### src/hw/pcd_pkg.sv
// Constants, field layout and state type for the programmable clock divider.
package pcd_pkg;

  // ----------------------------------------------------------------------
  // Configuration word layout
  // ----------------------------------------------------------------------
  localparam int unsigned WORD_W       = 9;
  localparam int unsigned SHIFT_W      = 18;
  localparam int unsigned CNT_W        = 10;
  localparam int unsigned OSC_W        = 3;
  localparam int unsigned F_REF_SRC    = 0;
  localparam int unsigned F_DIV_BYP    = 1;
  localparam int unsigned F_PRE_BYP    = 2;
  localparam int unsigned F_PRE_RATIO  = 3;
  localparam int unsigned F_PIN_FN     = 4;
  localparam int unsigned F_REF_DIS    = 5;
  localparam int unsigned OSC_RAW_BIT  = 0;
  localparam int unsigned OSC_DIV2_BIT = 1;
  localparam int unsigned OSC_DIV4_BIT = 2;

  // ----------------------------------------------------------------------
  // Reset values and arithmetic constants
  // ----------------------------------------------------------------------
  localparam logic [8:0]  MODE_RST     = 9'h000;
  localparam logic [8:0]  DIV_RST      = 9'h000;
  localparam logic [8:0]  NV_MODE_DEF  = 9'h000;  // Arbitrary factory setting.
  localparam logic [8:0]  NV_DIV_DEF   = 9'h000;  // Arbitrary factory setting.
  localparam logic [9:0]  DIV_OFFSET   = 10'h002;
  localparam logic [9:0]  CNT_ONE      = 10'h001;
  localparam logic [9:0]  CNT_ZERO     = 10'h000;
  localparam logic [2:0]  OSC_ONE      = 3'h1;
  localparam logic [17:0] SHIFT_RST    = 18'h00000;

  typedef enum logic [2:0] {
    ST_BOOT, ST_PROG, ST_RUN, ST_STOP_DIV, ST_STOP_REF, ST_OFF
  } pcd_state_t;

endpackage : pcd_pkg

### src/hw/pcd_top.sv
// Programmable clock divider: reference mux, prescaler, N divider, gating.
`timescale 1ns/100ps
`default_nettype none
// How it works
// - Output enable low stops output without truncation.
// - While disabled, oscillator runs, divider counter reset.
// - Restart: first edge within one-two master periods.
// - Power-down stops divided, then reference, then oscillator.
// - Power-down: both outputs high impedance, buffers off.
// - Select mode: pin high internal, low external.
// - Reference output ignores enable; glitch-free disable only.
// - Reference disable bit keeps reference output off.
// - Configuration changes only through programming then power-up.
// - Configuration is a mode word plus divisor word.
// - Mode word field order, top three bits zero.
// - Reference-source bit: one external, zero internal.
// - Power-down mode: pin low powers the device down.
// - Divider bypass routes master clock straight to output.
// - Bypass with internal reference also skips prescaler.
// - Prescale-bypass bit skips prescaler unless overridden.
// - Programming mode: divided pin shifts in configuration.
// - Operating power-up reloads stored values, pin outputs.
// - Prescale ratio zero divides by four, one two.
// - Divider divides by stored value plus two.
module pcd_top
  import pcd_pkg::*;
(
  input  wire logic CLK,
  input  wire logic RST,
  input  wire logic CE,
  input  wire logic OE_PIN,
  input  wire logic POWERDOWN_SELECT_PIN,
  input  wire logic EXT_REF_INPUT,
  input  wire logic PROG_MODE_PIN,
  input  wire logic DIV_IO_IN,
  input  wire logic SER_STROBE,
  input  wire logic WRITE_CMD,
  input  wire logic NV_FACTORY_RST,
  output logic      DIV_IO_OUT,
  output logic      DIV_IO_OE,
  output logic      REFERENCE_CLOCK_OUT,
  output logic      REFERENCE_CLOCK_OE,
  output logic      BUFFERS_ON
);
  import pcd_pkg::*;

  // ----------------------------------------------------------------------
  // Helpers
  // ----------------------------------------------------------------------
  // Picks one field bit out of the mode word.
  function automatic logic mode_bit(input logic [8:0] w, input int unsigned pos);
    mode_bit = w[pos];
  endfunction : mode_bit

  // ----------------------------------------------------------------------
  // State
  // ----------------------------------------------------------------------
  pcd_state_t        state_q, state_d;
  logic [8:0]        mode_q, div_q;
  logic [8:0]        nv_mode_q, nv_div_q;
  logic [17:0]       shift_q;
  logic [2:0]        osc_cnt_q;
  logic              sel_ext_q;
  logic              mclk_q;
  logic              oe_s_q;
  logic              run_q;
  logic [9:0]        cnt_q;
  logic              ref_on_q;
  logic              div_pin_q, div_oe_q, ref_pin_q, ref_oe_q, buf_q;

  // ----------------------------------------------------------------------
  // Mode decode
  // ----------------------------------------------------------------------
  // Fields of the loaded mode word; the top three bits are never decoded.
  wire pin_fn    = mode_bit(mode_q, F_PIN_FN);
  wire src_bit   = mode_bit(mode_q, F_REF_SRC);
  wire div_byp   = mode_bit(mode_q, F_DIV_BYP);
  wire pre_byp   = mode_bit(mode_q, F_PRE_BYP);
  wire pre_ratio = mode_bit(mode_q, F_PRE_RATIO);
  wire ref_dis   = mode_bit(mode_q, F_REF_DIS);
  wire pd_req    = pin_fn & ~POWERDOWN_SELECT_PIN;
  wire want_ext  = pin_fn ? src_bit : ~POWERDOWN_SELECT_PIN;
  wire osc_run   = (state_q == ST_RUN) || (state_q == ST_STOP_DIV) ||
                   (state_q == ST_STOP_REF);
  wire outs_live = osc_run;

  // ----------------------------------------------------------------------
  // Prescaler and reference mux
  // ----------------------------------------------------------------------
  // The internal oscillator is modelled by a free counter on CLK.
  wire raw_int  = osc_cnt_q[OSC_RAW_BIT];
  wire int_div  = pre_ratio ? osc_cnt_q[OSC_DIV2_BIT] : osc_cnt_q[OSC_DIV4_BIT];
  wire int_clk  = (pre_byp | div_byp) ? raw_int : int_div;
  wire cur_lvl  = sel_ext_q ? EXT_REF_INPUT : int_clk;
  wire nxt_lvl  = want_ext ? EXT_REF_INPUT : int_clk;
  // Switching only while both sources are low means no runt pulse at the mux.
  wire sw_ok    = (want_ext != sel_ext_q) & ~cur_lvl & ~nxt_lvl;
  wire mclk_d   = cur_lvl;
  wire mclk_rise = mclk_d & ~mclk_q;

  // ----------------------------------------------------------------------
  // N divider and output gating
  // ----------------------------------------------------------------------
  // Divisor is the stored value plus two; high while the count is below half the divisor, rounded down.
  wire [9:0] div_n    = {1'b0, div_q} + DIV_OFFSET;
  wire [9:0] half_n   = {1'b0, div_n[9:1]};
  wire       cnt_wrap = (cnt_q == (div_n - CNT_ONE));
  wire       div_raw  = div_byp ? mclk_q : (cnt_q < half_n);
  wire       run_set  = mclk_rise & oe_s_q;
  wire       run_clr  = ~oe_s_q & ~div_raw;
  wire       ref_want = outs_live & (state_q != ST_STOP_REF) & ~ref_dis;
  // Reference gate only changes while the master clock is low.
  wire       ref_gate = mclk_d ? ref_on_q : ref_want;

  // ----------------------------------------------------------------------
  // Sequencer
  // ----------------------------------------------------------------------
  // Boot decides programming or operating mode once after reset release.
  // The divided stop also waits for a low enable sample, or a sample taken
  // just before the request could restart the output behind the sequencer.
  always_comb begin
    state_d = state_q;
    case (state_q)
      ST_BOOT:     state_d = PROG_MODE_PIN ? ST_PROG : ST_RUN;
      ST_PROG:     state_d = ST_PROG;
      ST_RUN:      if (pd_req) state_d = ST_STOP_DIV;
      ST_STOP_DIV: if (!run_q && !oe_s_q) state_d = ST_STOP_REF;
      ST_STOP_REF: if (!ref_on_q) state_d = ST_OFF;
      ST_OFF:      if (!pd_req) state_d = ST_RUN;
      default:     state_d = ST_BOOT;
    endcase
  end

  // State register.
  always_ff @(posedge CLK) begin
    if (RST) state_q <= ST_BOOT;
    else if (CE) state_q <= state_d;
  end

  // Active configuration: loaded from storage only at boot, then static.
  always_ff @(posedge CLK) begin
    if (RST) begin
      mode_q <= MODE_RST;
      div_q  <= DIV_RST;
    end else if (CE && state_q == ST_BOOT && !PROG_MODE_PIN) begin
      mode_q <= nv_mode_q;
      div_q  <= nv_div_q;
    end
  end

  // Serial load through the divided-output pin, MSB first, mode word first.
  always_ff @(posedge CLK) begin
    if (RST) shift_q <= SHIFT_RST;
    else if (CE && state_q == ST_PROG && SER_STROBE)
      shift_q <= {shift_q[SHIFT_W-2:0], DIV_IO_IN};
  end

  // Nonvolatile store survives RST; only the factory reset restores it.
  always_ff @(posedge CLK) begin
    if (NV_FACTORY_RST) begin
      nv_mode_q <= NV_MODE_DEF;
      nv_div_q  <= NV_DIV_DEF;
    end else if (CE && state_q == ST_PROG && WRITE_CMD) begin
      nv_mode_q <= shift_q[SHIFT_W-1:WORD_W];
      nv_div_q  <= shift_q[WORD_W-1:0];
    end
  end

  // Oscillator runs except in boot, power-down and programming mode.
  always_ff @(posedge CLK) begin
    if (RST) osc_cnt_q <= '0;
    else if (CE && osc_run) osc_cnt_q <= osc_cnt_q + OSC_ONE;
  end

  // Reference mux select and master clock level.
  always_ff @(posedge CLK) begin
    if (RST) begin
      sel_ext_q <= 1'b0;
      mclk_q    <= 1'b0;
    end else if (CE) begin
      if (sw_ok) sel_ext_q <= want_ext;
      mclk_q <= mclk_d;
    end
  end

  // Enable is sampled on master clock rising edges only.
  always_ff @(posedge CLK) begin
    if (RST) oe_s_q <= 1'b0;
    else if (CE && mclk_rise) oe_s_q <= OE_PIN & (state_q == ST_RUN);
  end

  // Run gate: set on the second master edge after enable, cleared at a low.
  always_ff @(posedge CLK) begin
    if (RST) run_q <= 1'b0;
    else if (CE) begin
      if (run_set) run_q <= 1'b1;
      else if (run_clr) run_q <= 1'b0;
    end
  end

  // Divider counter is held at zero while gated off, for fixed restart phase.
  always_ff @(posedge CLK) begin
    if (RST) cnt_q <= CNT_ZERO;
    else if (CE) begin
      if (!run_q) cnt_q <= CNT_ZERO;
      else if (mclk_rise) cnt_q <= cnt_wrap ? CNT_ZERO : cnt_q + CNT_ONE;
    end
  end

  // Reference output gate.
  always_ff @(posedge CLK) begin
    if (RST) ref_on_q <= 1'b0;
    else if (CE) ref_on_q <= ref_gate;
  end

  // Pin registers; enables drop in power-down, boot and programming.
  always_ff @(posedge CLK) begin
    if (RST) begin
      div_pin_q <= 1'b0;
      div_oe_q  <= 1'b0;
      ref_pin_q <= 1'b0;
      ref_oe_q  <= 1'b0;
      buf_q     <= 1'b0;
    end else if (CE) begin
      div_pin_q <= run_q & div_raw;
      div_oe_q  <= outs_live;
      ref_pin_q <= ref_gate & mclk_d;
      ref_oe_q  <= outs_live & ~ref_dis;
      buf_q     <= outs_live;
    end
  end

  assign DIV_IO_OUT          = div_pin_q;
  assign DIV_IO_OE           = div_oe_q;
  assign REFERENCE_CLOCK_OUT = ref_pin_q;
  assign REFERENCE_CLOCK_OE  = ref_oe_q;
  assign BUFFERS_ON          = buf_q;
endmodule : pcd_top
`default_nettype wire

### config.mk
export PLATFORM = sky130hd
export DESIGN_NAME = pcd_top
export DESIGN_NICKNAME = d
export VERILOG_FILES = /design/src/hw/pcd_pkg.sv /design/src/hw/pcd_top.sv
export SDC_FILE = /design/constraint.sdc
export NUM_CORES = 1
export LEC_CHECK = 0
export ABC_AREA = 1
export BUFFER_PORTS_ARGS = -buffer_cell sky130_fd_sc_hd__buf_4
export CORE_MARGIN = 1
export CORE_UTILIZATION = 55
export CTS_CLUSTER_DIAMETER = 120
export CTS_CLUSTER_SIZE = 28
export DETAILED_ROUTE_END_ITERATION = 12
export PLACE_DENSITY = 0.75
export REMOVE_ABC_BUFFERS = 1
export SLEW_MARGIN = 20
export SYNTH_ARGS = -nofsm -noshare
export SYNTH_HDL_FRONTEND = slang
export SYNTH_SLANG_ARGS = --single-unit
### constraint.sdc
create_clock -name CLK -period 2 [get_ports CLK]
set_input_delay 0.5 -clock CLK [delete_from_list [all_inputs] [get_ports CLK]]
set_output_delay 0.5 -clock CLK [all_outputs]
set_load 0.05 [all_outputs]
==> results of run 1 <==
-- kinds of logic (layout without fill, tap and decap cells) --
family                     after synthesis  after routing  share of synthesized area
AOI/OAI and AO/OA                      110            110                      0.159
xor gates and xnor gates                11             11                     0.0264
adders and majority gates               13             13                     0.0445
buffers and inverters                   72            120                     0.0764
DFF                                     70             70                      0.384
muxes                                    1              1                    0.00274
and+or+nand+nor                        250            251                      0.308
-- power by group through the flow --
stage / Combinational [mW] / Clock, mW / Sequential, mW
after detailed placement: 0.992 / 0 / 1.66
after floorplan: 0.619 / 0 / 1.68
after global routing: 1.30 / 1.18 / 1.66
final: 1.17 / 1.12 / 1.64
after global placement: 0.969 / 0 / 1.65
after CTS: 1.12 / 1.13 / 1.63
-- sequential cells by signal, indices dropped and copies added (netlist names), named ones only --
register,cells
oe_s_q,1
mclk_q,1
div_q,9
state_q,3
shift_q,15
mode_q,6
osc_cnt_q,3
run_q,1
BUFFERS_ON,1
REFERENCE_CLOCK_OUT,1
nv_mode_q,6
sel_ext_q,1
DIV_IO_OUT,1
nv_div_q,9
cnt_q,10
REFERENCE_CLOCK_OE,1
-- routing by layer --
| metal | GRT usage | vias up |
|---|---|---|
| met5 | 0 | - |
| met4 | 0.0986 | 0 |
| met3 | 0.0554 | 22 |
| met2 | 0.428 | 57 |
| met1 | 0.322 | 1634 |
| li1 | - | 1832 |
-- per-stage QoR --
step	instances	instance area (µm²)	setup WS (ns)
finish	653	4580	-0.111
global route	653	4580	-0.231
CTS	650	4460	-0.0553
detailed placement	622	3960	-0.254
global placement	622	3960	-0.203
floorplan	506	3570	-0.974
-- layout by cell type (no fill, tap or decap), types with 4 or more instances in the layout --
master,instances
a21oi_1,65
a21oi_2,6
buf_4,50
clkbuf_8,12
dfxtp_1,65
ha_1,7
ha_4,6
inv_1,42
inv_2,5
nand2_1,113
nand2_2,15
nand2_4,8
nand3_1,53
nand3_2,12
nand4_1,4
nor2_1,27
nor2_4,8
o21ai_0,22
o21ai_1,4
xor2_1,10
-- cell usage after synthesis, types with 2 or more instances --
cell,number
nand2_2,7
dfxtp_1,70
nand2_1,127
xor2_1,10
inv_2,3
a21oi_2,2
nor2_4,3
buf_2,4
o21ai_1,4
a31oi_1,3
a21oi_1,70
ha_1,13
nand4_1,4
or2_2,2
nor2_2,4
clkbuf_1,16
nand3_1,65
a211oi_1,3
nor3_1,3
inv_1,46
clkinv_1,2
o21ai_0,24
nor2_1,31
-- cell type report --
type                            count  area share
Tap cell                           77      0.0210
Inverter                           51      0.0429
Multi-Input combinational cell    386       0.496
Clock inverter                      4     0.00628
Clock buffer                       12      0.0361
Sequential cell                    70       0.308
Timing Repair Buffer               53      0.0893
-- final timing paths --
| check | from | to | cells past startpoint |
|---|---|---|---|
| setup reg to reg | div_q[2] | DIV_IO_OUT | 14 |
| hold / removal | NV_FACTORY_RST | nv_div_q[0] | 2 |
| hold reg to reg | nv_div_q[3] | nv_div_q[3] | 2 |
| setup / recovery | div_q[2] | DIV_IO_OUT | 14 |
-- worst max-delay path, delay by kind of cell, from the launching register on --
kind,cells,cell delay [ns]
AOI/OAI and AO/OA,6,0.72
and+or+nand+nor,6,0.52
DFF,1,0.37
adders and majority gates,1,0.29
buffers and inverters,1,0.13
-- timing repair --
item,CTS,global route
resized for setup,49,28
buffers inserted,11,4
gates cloned,1,0
pin swaps,27,27
endpoints found under the setup margin,12,12
==> run metrics, run 1 <==
top sig layer met4; All-Layer GR Usage 0.255; Util after Layout 0.717; GP Congestion 0.799; initial antenna violation count 0; Initial DRC Count 153; Final min period 2.11 ns; Setup Viol. Count Final 11; Sink Count 70; die height 83.5 µm; buffers added on ports 15; CTS HTree Levels 3; initial core utilization 0.572; layout cells sized above 1 0.255; Post-Syn Area 0.00365 mm²; status finished, violations left; I/O Pins 16; DR WL met3 325 µm; synth-to-layout area growth 25.3%; failing checks setup timing; Die ar. 0.00697 mm²; worst clock skew 0.0140 ns; TNS Setup -0.309 ns; TritonCTS Buffers 9; Static Leak 1.80 nW; CP Data Arrival Time 2.39 ns; crit path kind reg -> reg; Synth cell types 34; Achievable Freq 0.474 GHz; deepest clock path buffer count 2; Crit path largest cell delay 0.37 ns; Setup crit end kind flip-flop; Net Switching 1.43 mW; sequential cell area fraction in the yosys report 0.384; Area contributors post-synth dfxtp_1 (38%), nand2_1 (13%), a21oi_1 (9.6%); M1 WL 3980 µm; Residual DRC 0; sw frac 0.364; GR Overflow Total 0; Max VDD drop 941 µV; core area 0.00639 mm²; period utilisation layout 1.06; CTS tree yes; final antenna diode count 0; Clk Tree Root Cell clkbuf_8; Relative slew margins 0.654; Clock transition at path regs 0.07 ns; met2 wire length 4160 µm; Yosys top cell area share 0.384; fin. max-slew vios 0; Fill cells 506; CP max-delay cell dfxtp_4; first-pass GRT wire length 14,500 µm; Post-Route WL 8660 µm; ys async rst share 0; hpwl dp 5690 µm; register area 0.00141 mm²; Synth area leader dfxtp_1; vias in the first global route 3,301; final hold viol count 0; Vias 3,545; #FFs+latches synth 70; CP most frequent cell nand2_1; hold crit path type in -> reg; Routed WL per cell 13.3 µm; Nets 595; R2R Setup Slk -0.11 ns; Avg Cell Area, Syn 6.93 µm²; Die W 83.5 µm; largest net degree at the start of global routing 37; Int Pwr 2.50 mW; Ys Warns 0; critical path, cell by cell buf_6 > nand3_2 > o21ai_2 > nand2_2 > ha_1 > a21oi_1 > o21ai_0 > nand2_1 > o2111ai_2 > nand2_1 > o21ai_2 > nor2_1 > nand2_1 > a21oi_2; Logic pwr share 0.298; Via density 5.43; clk_lat worst skew 0.36 ns; Clk pwr share 0.284; WHS 0.425 ns; Synth Flop Type dfxtp_1; hold buffers post-CTS 0; multi-input combinational cell area 0.00227 mm²; TritonRoute pass-1 iters 4; Seq pwr share 0.418; Crit Path Max Fanout 4; EDFF count, synth 0; Final Worst Setup Slack -0.111 ns; Rows 29; Slew @ Worst Pin 0.518 ns; Mapped Cells 527; total power 3.93 mW; RSZ-0062 raised after global routing true; Power Dens Cells 859 mW/mm²; max_cap viols 0; Final ANT Viol Nets 0; critical path required time 2.28 ns; CP Launch Type flip-flop
Power figures use the tool's default switching activity.
==> run 2: changes to the inputs <==
--- a/config.mk
+++ b/config.mk
@@ -18,3 +18,4 @@
 export SYNTH_ARGS = -nofsm -noshare
 export SYNTH_HDL_FRONTEND = slang
 export SYNTH_SLANG_ARGS = --single-unit
+export TNS_END_PERCENT = 10
==> run metrics, run 2 (synthesized netlist as in run 1, its figures left out) <==
Rows 29; initial antenna violation count 0; Relative slew margins 0.656; Cells after DPL 622; Initial DRC Count 178; Clock transition at path regs 0.07 ns; Post-Layout Cell Count 650; Die ar. 0.00697 mm²; Achievable Freq 0.470 GHz; Post-Route WL 8280 µm; hold crit path type in -> reg; CP Data Arrival Time 2.35 ns; final hold viol count 0; status finished, violations left; Static Leak 1.75 nW; CP Launch Type flip-flop; first-pass GRT wire length 14,300 µm; deepest clock path buffer count 2; vias in the first global route 3,255; CTS HTree Levels 3; Fill cells 537; worst r2r dst DIV_IO_OUT; crit path kind reg -> reg; Largest register FFs 15; Die W 83.5 µm; max_cap viols 0; Slew @ Worst Pin 0.515 ns; layout cells sized above 1 0.218; Setup Viol. Count Final 12; commonest non-fill, non-tap cell in the layout nand2_1; TNS Setup -0.381 ns; GR Overflow Total 0; R2R depth 16; initial core utilization 0.572; period utilisation layout 1.06; TritonCTS Buffers 9; die height 83.5 µm; Routed WL per cell 12.7 µm; core area 0.00639 mm²; Sink Count 70; failing checks setup timing; hpwl dp 5690 µm; RSZ-0062 raised after global routing true; All-Layer GR Usage 0.251; synth-to-layout area growth 21.8%; hold buffers post-CTS 0; Final Worst Setup Slack -0.126 ns; Crit Path Max Fanout 4; post-route cell area 0.00445 mm²; total power 3.87 mW; Worst setup endpoint DIV_IO_OUT; buffers added on ports 15; Max VDD drop 942 µV; CTS tree yes; GP Congestion 0.799; Final min period 2.13 ns; final antenna diode count 0; Via density 5.36; R2R Setup Slk -0.13 ns; Setup crit end kind flip-flop; largest register by flop count shift_q; clk_lat worst skew 0.36 ns; biggest regs shift_q: 15 flops, cnt_q: 10 flops; Final ANT Viol Nets 0; pre-CTS setup slack -0.254 ns; Clk Tree Root Cell clkbuf_8; Residual DRC 0; WHS 0.425 ns; TritonRoute pass-1 iters 5; Util after Layout 0.697; worst clock skew 0.0133 ns; hold wc startpoint NV_FACTORY_RST; critical path required time 2.22 ns; Placed Instance Area 0.00396 mm²; I/O Pins 16; fin. max-slew vios 0; Nets 592; most frequent cells in the layout nand2_1 (118), a21oi_1 (68), dfxtp_1 (66); Vias 3,483; Power Dens Cells 869 mW/mm²; Crit. Startpoint div_q[1]; RR Startpoint div_q[1]; largest net degree at the start of global routing 37
run 2: worst min path at each step:
| stage | end | slack (ns) | cells past startpoint |
|---|---|---|---|
| 2_1_floorplan | mode_q[0] | 0.43 | 2 |
| 3_3_place_gp | nv_div_q[4] | 0.44 | 2 |
| 3_5_place_dp | nv_div_q[1] | 0.45 | 2 |
| 4_1_cts | nv_mode_q[3] | 0.41 | 2 |
| 5_1_grt | nv_mode_q[1] | 0.43 | 2 |
| 6_report | nv_div_q[0] | 0.42 | 2 |
run 2: final cells by class:
cell class                      count  area [µm²]  share of cell area
Clock inverter                      4        28.8             0.00646
Sequential cell                    70        1410               0.317
Multi-Input combinational cell    385        2170               0.487
Timing Repair Buffer               51         390              0.0877
Tap cell                           77        96.3              0.0216
Inverter                           51         194              0.0436
Clock buffer                       12         165              0.0371
run 2: report_power, final:
| part | total, mW | switching [mW] | internal (mW) |
|---|---|---|---|
| sequential | 1.64 | 0.140 | 1.50 |
| clock | 1.11 | 0.560 | 0.554 |
| combinational | 1.11 | 0.683 | 0.431 |
run 2: what timing repair did:
item,4_1_cts,5_1_grt
setup buffers,11,1
pin swaps,19,11
resized for setup,37,10
setup endpoints to repair,12,12
endpoints found under the hold margin,0,0
run 2: metal layers:
metal	up-vias	track usage	wire, µm
met5	-	0	0
met4	0	0.0894	126
met3	15	0.0504	272
met2	47	0.420	3960
met1	1600	0.323	3920
li1	1821	-	-
run 2: worst max-delay path, cell delays in order, from the launching register on:
cell and delay (ns):
dfxtp_4 0.36, ha_4 0.17, nand2_4 0.08, inv_4 0.05, buf_4 0.13, nand3_1 0.10, nand2_2 0.09, ha_4 0.27
nand2_4 0.05, nor2_4 0.11, o211ai_1 0.13, o2111ai_2 0.10, nand2_1 0.09, o21ai_2 0.08, nor2_1 0.06, nand2_1 0.07
a21oi_2 0.05
